File: src/core/wave_map.svh
/*
 * Register offsets, field positions, reset values and mode codes of the
 * timer waveform output unit. Assumes a 3-bit word address on the plain bus.
 */
// Behaviour
// - nonzero output mode overrides port pin value
// - port direction bit still controls pin enable
// - override ignores waveform mode
// - output state presettable and held until changed
// - output mode zero leaves output state alone
// - new output mode acts at next match
// - force strobe applies action immediately, non-PWM
// - waveform mode alone selects counting sequence
// - normal mode counts up, wraps FF to 00
// - normal mode overflow flag set on zero
// - clear-on-match mode clears counter at compare A
// - compare A unbuffered there, missed match wraps
// - clear-on-match mode one toggles channel A
// - clear-on-match overflow set going MAX to 00
// - fast modes count zero to top, restart
// - fast counter hits top, zero next tick
// - fast two clears on match, sets bottom
// - fast overflow flag set at top
// - fast compare writes go to buffer
// - compare zero spikes, MAX gives constant level
// - match sets compare flag next tick
// - PWM buffers compare values, load at bottom
// - counter write blocks next tick's match
`ifndef WAVE_MAP_SVH
`define WAVE_MAP_SVH

// word addresses
`define ADDR_CTRL        3'h0
`define ADDR_COUNT       3'h1
`define ADDR_CMP_A       3'h2
`define ADDR_CMP_B       3'h3
`define ADDR_FLAGS       3'h4
`define ADDR_FORCE       3'h5
`define ADDR_STATUS      3'h6

// control register fields
`define CTRL_WGM_LSB     0
`define CTRL_COM_A_LSB   4
`define CTRL_COM_B_LSB   6

// flag register fields
`define FLAG_OVF_BIT     0
`define FLAG_CMP_A_BIT   1
`define FLAG_CMP_B_BIT   2

// waveform mode codes
`define WGM_NORMAL       3'h0
`define WGM_CLEAR_MATCH  3'h2
`define WGM_FAST_MAX     3'h3
`define WGM_FAST_CMP_A   3'h7

// output mode codes
`define COM_NONE         2'h0
`define COM_TOGGLE       2'h1
`define COM_CLEAR        2'h2
`define COM_SET          2'h3

// counter limits and reset values
`define COUNT_MAX        8'hFF
`define COUNT_BOTTOM     8'h00
`define RST_BYTE         8'h00

`endif

File: src/core/wave_pkg.sv
/*
 * Types of the timer waveform output unit.
 * Assumes wave_map.svh is available on the include path.
 */
package wave_pkg;

	// register bus request
	typedef struct packed
	{
		logic [2:0] addr;
		logic [7:0] wdata;
		logic       wr;
		logic       rd;
	} reg_req_t;

	// counting sequence class
	typedef enum logic [1:0] {SEQ_NORMAL, SEQ_CLEAR_MATCH, SEQ_FAST} seq_t;

	// whole state of the unit
	typedef struct packed
	{
		logic [2:0]      wgm;
		logic [1:0][1:0] com;
		logic [7:0]      cnt;
		logic [1:0][7:0] ocr_buf;
		logic [1:0][7:0] ocr_act;
		logic            tov;
		logic [1:0]      ocf;
		logic [1:0]      oc;
		logic            blk;
		logic [7:0]      rdata;
		logic [1:0]      pin;
		logic [1:0]      oe;
	} state_t;

endpackage

File: src/core/timer_waveform_output_unit.sv
/*
 * Counter, compare channels A and B, waveform output states and pin override
 * of an 8-bit timer. Assumes TICK_I is the one-cycle timer clock enable from
 * the prescaler, and that the port logic supplies value and direction bits.
 */
`timescale 1ns/100ps
`include "wave_map.svh"

module timer_waveform_output_unit
	import wave_pkg::*;
(
	// clock and reset
	input  logic       CLK_SYS_I,
	input  logic       RESETN_I,
	// timer clock enable
	input  logic       TICK_I,
	// register bus
	input  reg_req_t   BUS_I,
	output logic [7:0] RDATA_O,
	// general port bits per channel
	input  logic [1:0] PORT_VAL_I,
	input  logic [1:0] PORT_DIR_I,
	// pin drive per channel
	output logic [1:0] PIN_O,
	output logic [1:0] PIN_OE_O,
	// flags toward the flag register
	output logic       OVF_FLAG_O,
	output logic [1:0] CMP_FLAG_O
);

	state_t     s_reg;
	state_t     s_next;
	seq_t       seq;
	logic [7:0] top;
	logic       wrap;
	logic       ovf_set;
	logic       cnt_wr;
	logic       force_wr;
	logic       flag_wr;
	logic [1:0] match;
	logic [1:0] hit;

	// next output state from action, match and bottom events
	function automatic logic oc_step(input logic [1:0] com, input logic fast,
		input logic hit_i, input logic wrap_i, input logic cur);
		logic r;
		r = cur;
		if (hit_i)
		begin
			case (com)
				`COM_TOGGLE: r = ~cur;
				`COM_CLEAR:  r = 1'b0;
				`COM_SET:    r = 1'b1;
				default:     r = cur;
			endcase
		end
		// bottom wins so compare at MAX gives a constant level
		if (fast && wrap_i)
		begin
			if (com == `COM_CLEAR)
				r = 1'b1;
			else if (com == `COM_SET)
				r = 1'b0;
		end
		return r;
	endfunction

	// sequence class from the waveform field only
	always_comb
	begin
		case (s_reg.wgm)
			`WGM_CLEAR_MATCH: seq = SEQ_CLEAR_MATCH;
			`WGM_FAST_MAX:    seq = SEQ_FAST;
			`WGM_FAST_CMP_A:  seq = SEQ_FAST;
			default:          seq = SEQ_NORMAL;
		endcase
	end

	// count events
	always_comb
	begin
		top = (s_reg.wgm == `WGM_FAST_CMP_A) ? s_reg.ocr_act[0] : `COUNT_MAX;
		cnt_wr = BUS_I.wr && (BUS_I.addr == `ADDR_COUNT);
		force_wr = BUS_I.wr && (BUS_I.addr == `ADDR_FORCE) && (seq != SEQ_FAST);
		flag_wr = BUS_I.wr && (BUS_I.addr == `ADDR_FLAGS);
		wrap = TICK_I && (((seq == SEQ_FAST) && (s_reg.cnt == top)) ||
			((seq == SEQ_CLEAR_MATCH) && (s_reg.cnt == s_reg.ocr_act[0])));
		// clear-on-match past a lowered top runs through MAX
		ovf_set = TICK_I && ((seq == SEQ_FAST) ? (s_reg.cnt == top)
			: (s_reg.cnt == `COUNT_MAX));
		for (int i = 0; i < 2; i++)
		begin
			// a pending counter write swallows this tick's match
			match[i] = TICK_I && !s_reg.blk && (s_reg.cnt == s_reg.ocr_act[i]);
			hit[i] = match[i] || (force_wr && BUS_I.wdata[i]);
		end
	end

	// next state
	always_comb
	begin
		s_next = s_reg;
		s_next.rdata = `RST_BYTE;
		if (TICK_I)
		begin
			s_next.blk = 1'b0;
			s_next.cnt = wrap ? `COUNT_BOTTOM : s_reg.cnt + 8'h01;
		end
		if (wrap && (seq == SEQ_FAST))
			s_next.ocr_act = s_reg.ocr_buf;
		for (int i = 0; i < 2; i++)
		begin
			// action read from the live mode field at the match itself
			s_next.oc[i] = oc_step(s_reg.com[i], seq == SEQ_FAST, hit[i], wrap,
				s_reg.oc[i]);
			s_next.ocf[i] = match[i] || (s_reg.ocf[i] &&
				!(flag_wr && BUS_I.wdata[`FLAG_CMP_A_BIT + i]));
			s_next.pin[i] = (s_reg.com[i] != `COM_NONE) ? s_reg.oc[i]
				: PORT_VAL_I[i];
			s_next.oe[i] = PORT_DIR_I[i];
		end
		// set wins over a clear in the same cycle
		s_next.tov = ovf_set || (s_reg.tov && !(flag_wr && BUS_I.wdata[`FLAG_OVF_BIT]));
		if (BUS_I.wr)
		begin
			if (BUS_I.addr == `ADDR_CTRL)
			begin
				s_next.wgm = BUS_I.wdata[`CTRL_WGM_LSB +: 3];
				s_next.com[0] = BUS_I.wdata[`CTRL_COM_A_LSB +: 2];
				s_next.com[1] = BUS_I.wdata[`CTRL_COM_B_LSB +: 2];
			end
			else if (BUS_I.addr == `ADDR_COUNT)
			begin
				s_next.cnt = BUS_I.wdata;
				s_next.blk = 1'b1;
			end
			else if ((BUS_I.addr == `ADDR_CMP_A) || (BUS_I.addr == `ADDR_CMP_B))
			begin
				// even address is channel A, odd address is channel B
				s_next.ocr_buf[BUS_I.addr[0]] = BUS_I.wdata;
				if (seq != SEQ_FAST)
					s_next.ocr_act[BUS_I.addr[0]] = BUS_I.wdata;
			end
		end
		if (BUS_I.rd)
		begin
			if (BUS_I.addr == `ADDR_CTRL)
				s_next.rdata = {s_reg.com[1], s_reg.com[0], 1'b0, s_reg.wgm};
			else if (BUS_I.addr == `ADDR_COUNT)
				s_next.rdata = s_reg.cnt;
			else if (BUS_I.addr == `ADDR_CMP_A)
				s_next.rdata = s_reg.ocr_buf[0];
			else if (BUS_I.addr == `ADDR_CMP_B)
				s_next.rdata = s_reg.ocr_buf[1];
			else if (BUS_I.addr == `ADDR_FLAGS)
				s_next.rdata = {5'h00, s_reg.ocf, s_reg.tov};
			else if (BUS_I.addr == `ADDR_STATUS)
				s_next.rdata = {5'h00, s_reg.blk, s_reg.oc};
			else
				s_next.rdata = `RST_BYTE;
		end
	end

	// state register
	always_ff @(posedge CLK_SYS_I or negedge RESETN_I)
	begin
		if (!RESETN_I)
			s_reg <= '0;
		else
			s_reg <= s_next;
	end

	// outputs straight from the state register
	assign RDATA_O    = s_reg.rdata;
	assign PIN_O      = s_reg.pin;
	assign PIN_OE_O   = s_reg.oe;
	assign OVF_FLAG_O = s_reg.tov;
	assign CMP_FLAG_O = s_reg.ocf;
endmodule

File: config.mk
export PLATFORM = sky130hd
export DESIGN_NAME = timer_waveform_output_unit
export DESIGN_NICKNAME = d
export VERILOG_FILES = /design/src/core/wave_pkg.sv /design/src/core/timer_waveform_output_unit.sv
export VERILOG_INCLUDE_DIRS = /design/src /design/src/core
export SDC_FILE = /design/constraint.sdc
export NUM_CORES = 1
export LEC_CHECK = 0
export ABC_AREA = 1
export ABC_CLOCK_PERIOD_IN_PS = 1700
export BUFFER_PORTS_ARGS = -buffer_cell sky130_fd_sc_hd__buf_2
export CAP_MARGIN = 10
export CORE_MARGIN = 3
export CORE_UTILIZATION = 45
export CTS_BUF_LIST = sky130_fd_sc_hd__clkbuf_8
export DETAILED_ROUTE_END_ITERATION = 8
export PLACE_DENSITY = 0.66
export SYNTH_ARGS = -nofsm -noshare
export SYNTH_HDL_FRONTEND = slang
export SYNTH_SLANG_ARGS = --single-unit
export TNS_END_PERCENT = 10
File: constraint.sdc
create_clock -name CLK_SYS_I -period 1.7 [get_ports CLK_SYS_I]
set_clock_uncertainty 0.1 [all_clocks]
set_input_delay 0.085 -clock CLK_SYS_I [delete_from_list [all_inputs] [get_ports CLK_SYS_I]]
set_output_delay 0.085 -clock CLK_SYS_I [all_outputs]
set_load 0.02 [all_outputs]
Word-level counts from Yosys, hierarchy flattened --
Cells that the tools add are included.
Storage, ports and cells: register bits after elaboration 65, output and inout port bits 15, logic and storage cells 120, ROM bits 0, input bits 20, RAM bits 0, memories 0, latch bits 0
Operators by class: div/mod/pow operators 0, equality and inequality tests 22, add/sub/neg operators 1, reduce and logical (&&, ||, !) cells 37, bitwise logic cells 4, multipliers 0, shifts and indexed selects 0, magnitude comparators 2, multiplexer cells 39
Operators with widths (number):
- $mux W40 | 2
- $mux W8 | 10
- $mux W32 | 2
- $bwmux W16 | 2
- $mux W16 | 2
- $eq A8 B8 Y1 | 3
- $logic_and A1 B1 Y1 | 20
- $mux W1 | 15
- $eq A3 B2 Y1 const B | 4
- $eq A3 B3 Y1 const B | 4
- $eq A2 B2 Y1 const B | 5
- $add A8 B1 Y8 const B | 1
- $demux W8 S1 | 1
- $eq A8 B8 Y1 const B | 1
- $logic_or A1 B1 Y1 | 7
- $eq A2 B1 Y1 const B | 3
- $mux W3 | 2
- $pmux W1 S3 | 2
- $logic_not A1 Y1 | 4
- $not A1 Y1 | 4
- $pmux W2 S2 | 1
- $reduce_and A4 Y1 | 1
- $reduce_bool A2 Y1 | 2
- $eq A3 B1 Y1 const B | 1
- other kinds (6) | 6

Depth between registers and ports, before layout --
Gate-level depths: netlist of run 1.
word-level depth 15, mapped depth 15, gate-level depth less buffers 13

Worst setup path before layout of run 1 --
OpenSTA, ideal clock, no wires.
path kind register to register, from reg s_reg[62] (netlist bit), to reg s_reg[33] (netlist bit), path buffers 1, clock period less this slack 1.758 ns, stages on the path, launching flop included 15, path slack -0.058 ns, data arrival time 1.545 ns, setup time 0.113 ns, required time 1.487 ns, cells stage by stage dfrtp_1 nand2_2 inv_4 nand2_2 nor2_1 nand2_1 nor2_2 nand3_4 nand2_4 nand3_4 buf_6 nand2_1 nand3_1 nand2_1 inv_1
RTL lines:
- start: declaration | line timer_waveform_output_unit.sv:31 | state_t s_reg;
- start signal: assignment | line timer_waveform_output_unit.sv:170 | s_reg <= s_next;

==> metrics, run 1 <==
via count 3,607; IO Pins 35; largest net degree at the start of global routing 66; placed inst area 4200 µm²; Synth Cell Area 3610 µm²; chip width 95.6 µm; fraction of registers with async set/reset 100%; RR Endpoint s_reg[33]; Max Clk Rate 0.547 GHz; maximum vdd drop 0.582 mV; Final Core Density 59.6%; Detailed Routing Iterations Pass 1 6; CP Class flip-flop to flip-flop; failing checks setup timing; Yosys reg bits 65; synthesized area per cell 7.52 µm²; Cell Count Post-Placement 648; R2R setup slack -0.13 ns; most common cell after layout, fill and taps aside nand2_1; H-tree Lvls 3; Critical Path Start s_reg[54]; fin cells 678; crit-path max cell delay 0.45 ns; dominant cell type by area after synthesis dfrtp_1; final worst slack -0.127 ns; Core ar. 7770 µm²; final WL 11,000 µm; hpwl dp 8270 µm; power after layout 5.67 mW; CP Data Arrival Time 1.98 ns; antenna violations before repair 0; RSZ-0062 raised after global routing yes; DRC viols 0; Num CTS Buffers 9; endpoints failing setup 25; area grow syn2layout 28.1%; CP endpoint s_reg[33]; CP Launch Type flip-flop; Tcrit/Tclk final 107%; synthesis warning total 0; first-pass GRT wire length 17,500 µm; buffer and inverter count on the worst path 2; depth of the worst register-to-register path 12; GRT Util Overall 25.7%; synth top area cells dfrtp_1 (45%), nand2_1 (15%), nor2_1 (5.8%); P per Cell Area 1230 nW/µm²; post-route ant nets 0; number of buffers added on ports 34; Worst-Skew Late Latency 0.35 ns; worst r2r src s_reg[54]; TritonCTS clock tree built; Worst-Margin Slew 0.454 ns; Gate Count Post-Synth 480; Final min period 1.83 ns; Final Net Count 592; Yosys cell types 39; worst hold path type input port to flip-flop; Clock Sinks 65; pre-CTS setup slack -0.132 ns; DR WL/cell 16.2 µm; Design Area, Final 4630 µm²; Crit path depth 12; critical path cell sequence nand2_2 -> nor3_2 -> nor2_1 -> nor2_2 -> nand3_4 -> nand2_4 -> nand3_4 -> buf_12 -> nand2_1 -> nand3_1 -> nand2_1 -> inv_1; Critical Path End Type flip-flop; # fillers 740; number of DRC markers in iteration 0 380; Critical-path top delay cell dfrtp_1; vias in the first global route 3,440; Lkg Pwr 2.42 nW; Slew Limit Fails 0; share of cells above drive strength 1 24.5%; Root Driver clkbuf_8; worst endpoint required time 1.85 ns; most frequent cells in the layout nand2_1 (138), dfrtp_1 (64), buf_4 (55), inv_1 (54), nor2_1 (53); # diodes 0; share of the synthesized area in the top cell type 45.0%; Crit Path Max Fanout 24; outcome finished with violations; Slew headroom 69.6%; Initial Util 46.5%; Die ar. 9140 µm²; main flop type after synthesis dfrtp_1; family with the most delay on the worst path simple AND/OR/NAND/NOR gates; Vias/cell 5.32; Post-synth EDFFs 0; Die H 95.6 µm; sequential area share after synthesis 45.0%; Placer Congestion 0.955; CTS Buffer Depth 2; Worst-path clk slew 0.08 ns; Synth Net Count 501; Rows 32; max-cap violations 0; final hold vios 0; gr ovfl total 0
-- through the flow --
step | TNS (ns) | hold slack [ns]
finish | -2.11 | 0.0293
global route | -4.85 | 0.0440
CTS | -1.81 | 0.0241
detailed placement | -1.72 | 0.0323
global placement | -0.889 | 0.0291
floorplan | -0.404 | -0.311
-- cells in the mapped netlist, types with 2 or more instances --
cell type    n
nor2_2       2
nand4_1     10
a31oi_1      4
o21ai_1      5
buf_2        4
o22ai_1      6
nand2_1    140
o221ai_1     9
buf_6        2
a21oi_1      5
dfrtp_1     65
nand3_4      2
nand2_2      4
o21ai_0     41
nand3_1     22
a211oi_1     2
clkbuf_1     4
a22oi_1      2
inv_2        4
inv_1       55
xor2_1       3
nor3_1       4
nor2_1      56
buf_4       14
-- kinds of logic (layout without fill, tap and decap cells) --
logic type,count (synthesis),in the layout,share of synthesized area [%]
AND/OR/NAND/NOR,247,247,29.6
adder cells (fa/ha/maj),1,1,0.346
XOR/XNOR,4,4,0.970
AO/OA/AOI/OAI,79,79,13.2
buffers and inverters,84,180,10.8
flip-flops,65,65,45.0
-- how the worst min path moves through the flow --
stage / startpoint / end / slack (ns) / cells after the start
detailed placement: RESETN_I / s_reg[18] / 0.03 / 2
global placement: RESETN_I / s_reg[18] / 0.03 / 2
floorplan: RESETN_I / CMP_FLAG_O[0] / -0.31 / 0
CTS: BUS_I[9] / flip-flop / 0.02 / 3
finish: BUS_I[9] / s_reg[33] / 0.03 / 5
global route: BUS_I[9] / flip-flop / 0.04 / 3
-- per-layer routing --
| layer | global-route usage, % | wire, µm | up-vias |
|---|---|---|---|
| li1 | - | - | 1715 |
| met1 | 34.1 | 4660 | 1693 |
| met2 | 42.2 | 5210 | 173 |
| met3 | 4.42 | 842 | 26 |
| met4 | 9.36 | 289 | 0 |
| met5 | 0 | 0 | - |
-- power by group --
part	leakage, nW	total (mW)	internal (mW)	switching [mW]
registers	0.793	2.22	1.87	0.347
logic	1.51	1.79	0.772	1.02
clock network	0.121	1.66	0.989	0.670
-- cell type report --
class / count / area (µm²) / area share [%]
Tap cell: 102 / 128 / 2.76
Sequential cell: 65 / 1630 / 35.2
Multi-Input combinational cell: 331 / 1640 / 35.5
Timing Repair Buffer: 104 / 756 / 16.3
Clock buffer: 9 / 124 / 2.68
Clock inverter: 7 / 124 / 2.68
Inverter: 60 / 228 / 4.92
-- tightest hold or removal path, delay by kind of cell --
kind          cells  cell delay [ns]
buf+inv           3             0.23
simple gates      2             0.15
-- what timing repair did --
item | CTS | global route
setup endpoints to repair | 25 | 26
endpoints found under the hold margin | 84 | 0
resized for setup | 7 | 8
pin swaps | 6 | 4
buffers inserted | 2 | 1
hold buffers | 11 | 0
(Power assumes the default switching activity.)
==> run 2: changes to the inputs <==
ABC_CLOCK_PERIOD_IN_PS = 1750   (was 1700)
CORE_MARGIN = 2   (was 3)
PLACE_DENSITY = not set   (was 0.66)
clock period = 1.75 ns   (was 1.7 ns; I/O delays follow)
==> metrics, run 2 (synthesis gave the netlist of run 1 again) <==
TritonCTS clock tree built; area grow syn2layout 29.2%; chip width 93.6 µm; final WL 11,100 µm; CP Class flip-flop to flip-flop; most common cell after layout, fill and taps aside nand2_1; CTS Buffer Depth 2; Num CTS Buffers 9; Detailed Routing Iterations Pass 1 5; first-pass GRT wire length 17,900 µm; GRT Util Overall 27.5%; CP Launch Type flip-flop; Critical Path End Type flip-flop; post-route ant nets 0; Initial Util 46.5%; IO Pins 35; DR WL/cell 16.1 µm; Critical Path Start s_reg[25]; Worst-Skew Late Latency 0.36 ns; maximum vdd drop 0.556 mV; Slew Limit Fails 0; antenna violations before repair 0; Core ar. 7770 µm²; H-tree Lvls 3; share of cells above drive strength 1 25.9%; Placer Congestion 0.921; P per Cell Area 1160 nW/µm²; Worst-path clk slew 0.08 ns; worst endpoint required time 1.91 ns; pre-CTS setup slack -0.137 ns; Worst-Margin Slew 0.420 ns; # diodes 0; Die H 93.6 µm; final worst slack -0.0805 ns; Final min period 1.83 ns; number of buffers added on ports 34; gr ovfl total 0; failing checks setup timing; Final Net Count 600; RSZ-0062 raised after global routing yes; largest net degree at the start of global routing 66; power after layout 5.42 mW; max-cap violations 0; via count 3,610; CP Data Arrival Time 1.99 ns; hpwl dp 8180 µm; endpoints failing setup 22; Vias/cell 5.26; DRC viols 0; outcome finished with violations; Max Clk Rate 0.546 GHz; Lkg Pwr 2.44 nW; Tcrit/Tclk final 105%; Min-Delay Startpoint BUS_I[9]; Design Area, Final 4670 µm²; Die ar. 8760 µm²; Slew headroom 72.0%; Crit Path Max Fanout 7; most frequent cells in the layout nand2_1 (134), dfrtp_1 (65), buf_4 (60), nor2_1 (54), inv_1 (53); Rows 32; worst r2r src s_reg[25]; vias in the first global route 3,487; Final Core Density 60.1%; placed inst area 4180 µm²; number of DRC markers in iteration 0 223; final hold vios 0; Clock Sinks 65; Root Driver clkbuf_8; worst hold path type input port to flip-flop
[run 2: cell count changes in the layout (fill, tap and decap cells not counted), moves of 3 or more]
cell / before / now
nand2_2: 6 / 10
buf_6: 2 / 5
buf_4: 55 / 60
nand2_1: 138 / 134
[run 2: final timing paths]
path | to | slack [ns] | cells after the start
max | s_reg[33] | -0.08 | 14
min | s_reg[33] | 0.04 | 5
max reg2reg | s_reg[33] | -0.08 | 14
min reg2reg | flip-flop | 0.44 | 2
max in group asynchronous | s_reg[63] | 1.09 | 3
min in group asynchronous | async pin | 0.17 | 3
[run 2: what timing repair did]
item	in CTS	in global routing
endpoints found under the hold margin	83	0
hold buffers	11	0
endpoints found under the setup margin	22	25
cloned	1	0
pin swaps	6	13
gates resized for setup	10	11
setup buffers	6	4
[run 2: power breakdown]
| part | total [mW] | switching (mW) | internal (mW) |
|---|---|---|---|
| combinational | 1.81 | 0.994 | 0.819 |
| sequential | 2.13 | 0.315 | 1.82 |
| clock | 1.48 | 0.658 | 0.818 |
[run 2: worst max-delay path, stage by stage (launching register included)]
cell and delay (ns):
dfrtp_1 0.39, inv_1 0.08, nand2_1 0.07, nand2_1 0.07, nor2_1 0.10, nand2_1 0.08
nand2_1 0.12, nand3_4 0.10, nand2_4 0.10, buf_4 0.12, nand3_2 0.14, nand2_1 0.10
nand3_1 0.06, nand2_1 0.07, inv_1 0.04
[run 2: final cells by class]
cell class | instances | area, µm²
Clock inverter | 7 | 101
Multi-Input combinational cell | 332 | 1650
Tap cell | 102 | 128
Clock buffer | 9 | 124
Inverter | 60 | 228
Timing Repair Buffer | 111 | 807
Sequential cell | 65 | 1630
Fill cell | 758 | 3100
[run 2: per-layer routing]
metal  global-route usage, %  wire length (µm)
met5                       0                 0
met4                    13.3               366
met3                    3.63               538
met2                    43.6              5150
met1                    37.4              5020
[run 2: per-stage QoR]
stage	TNS, ns	hold slack [ns]	cells
after floorplan	-0.000265	-0.308	480
after global placement	-1.24	0.0300	648
after detailed placement	-2.15	0.0292	648
after CTS	-0.625	0.0252	682
after global routing	-3.97	0.0633	686
final	-0.898	0.0360	686
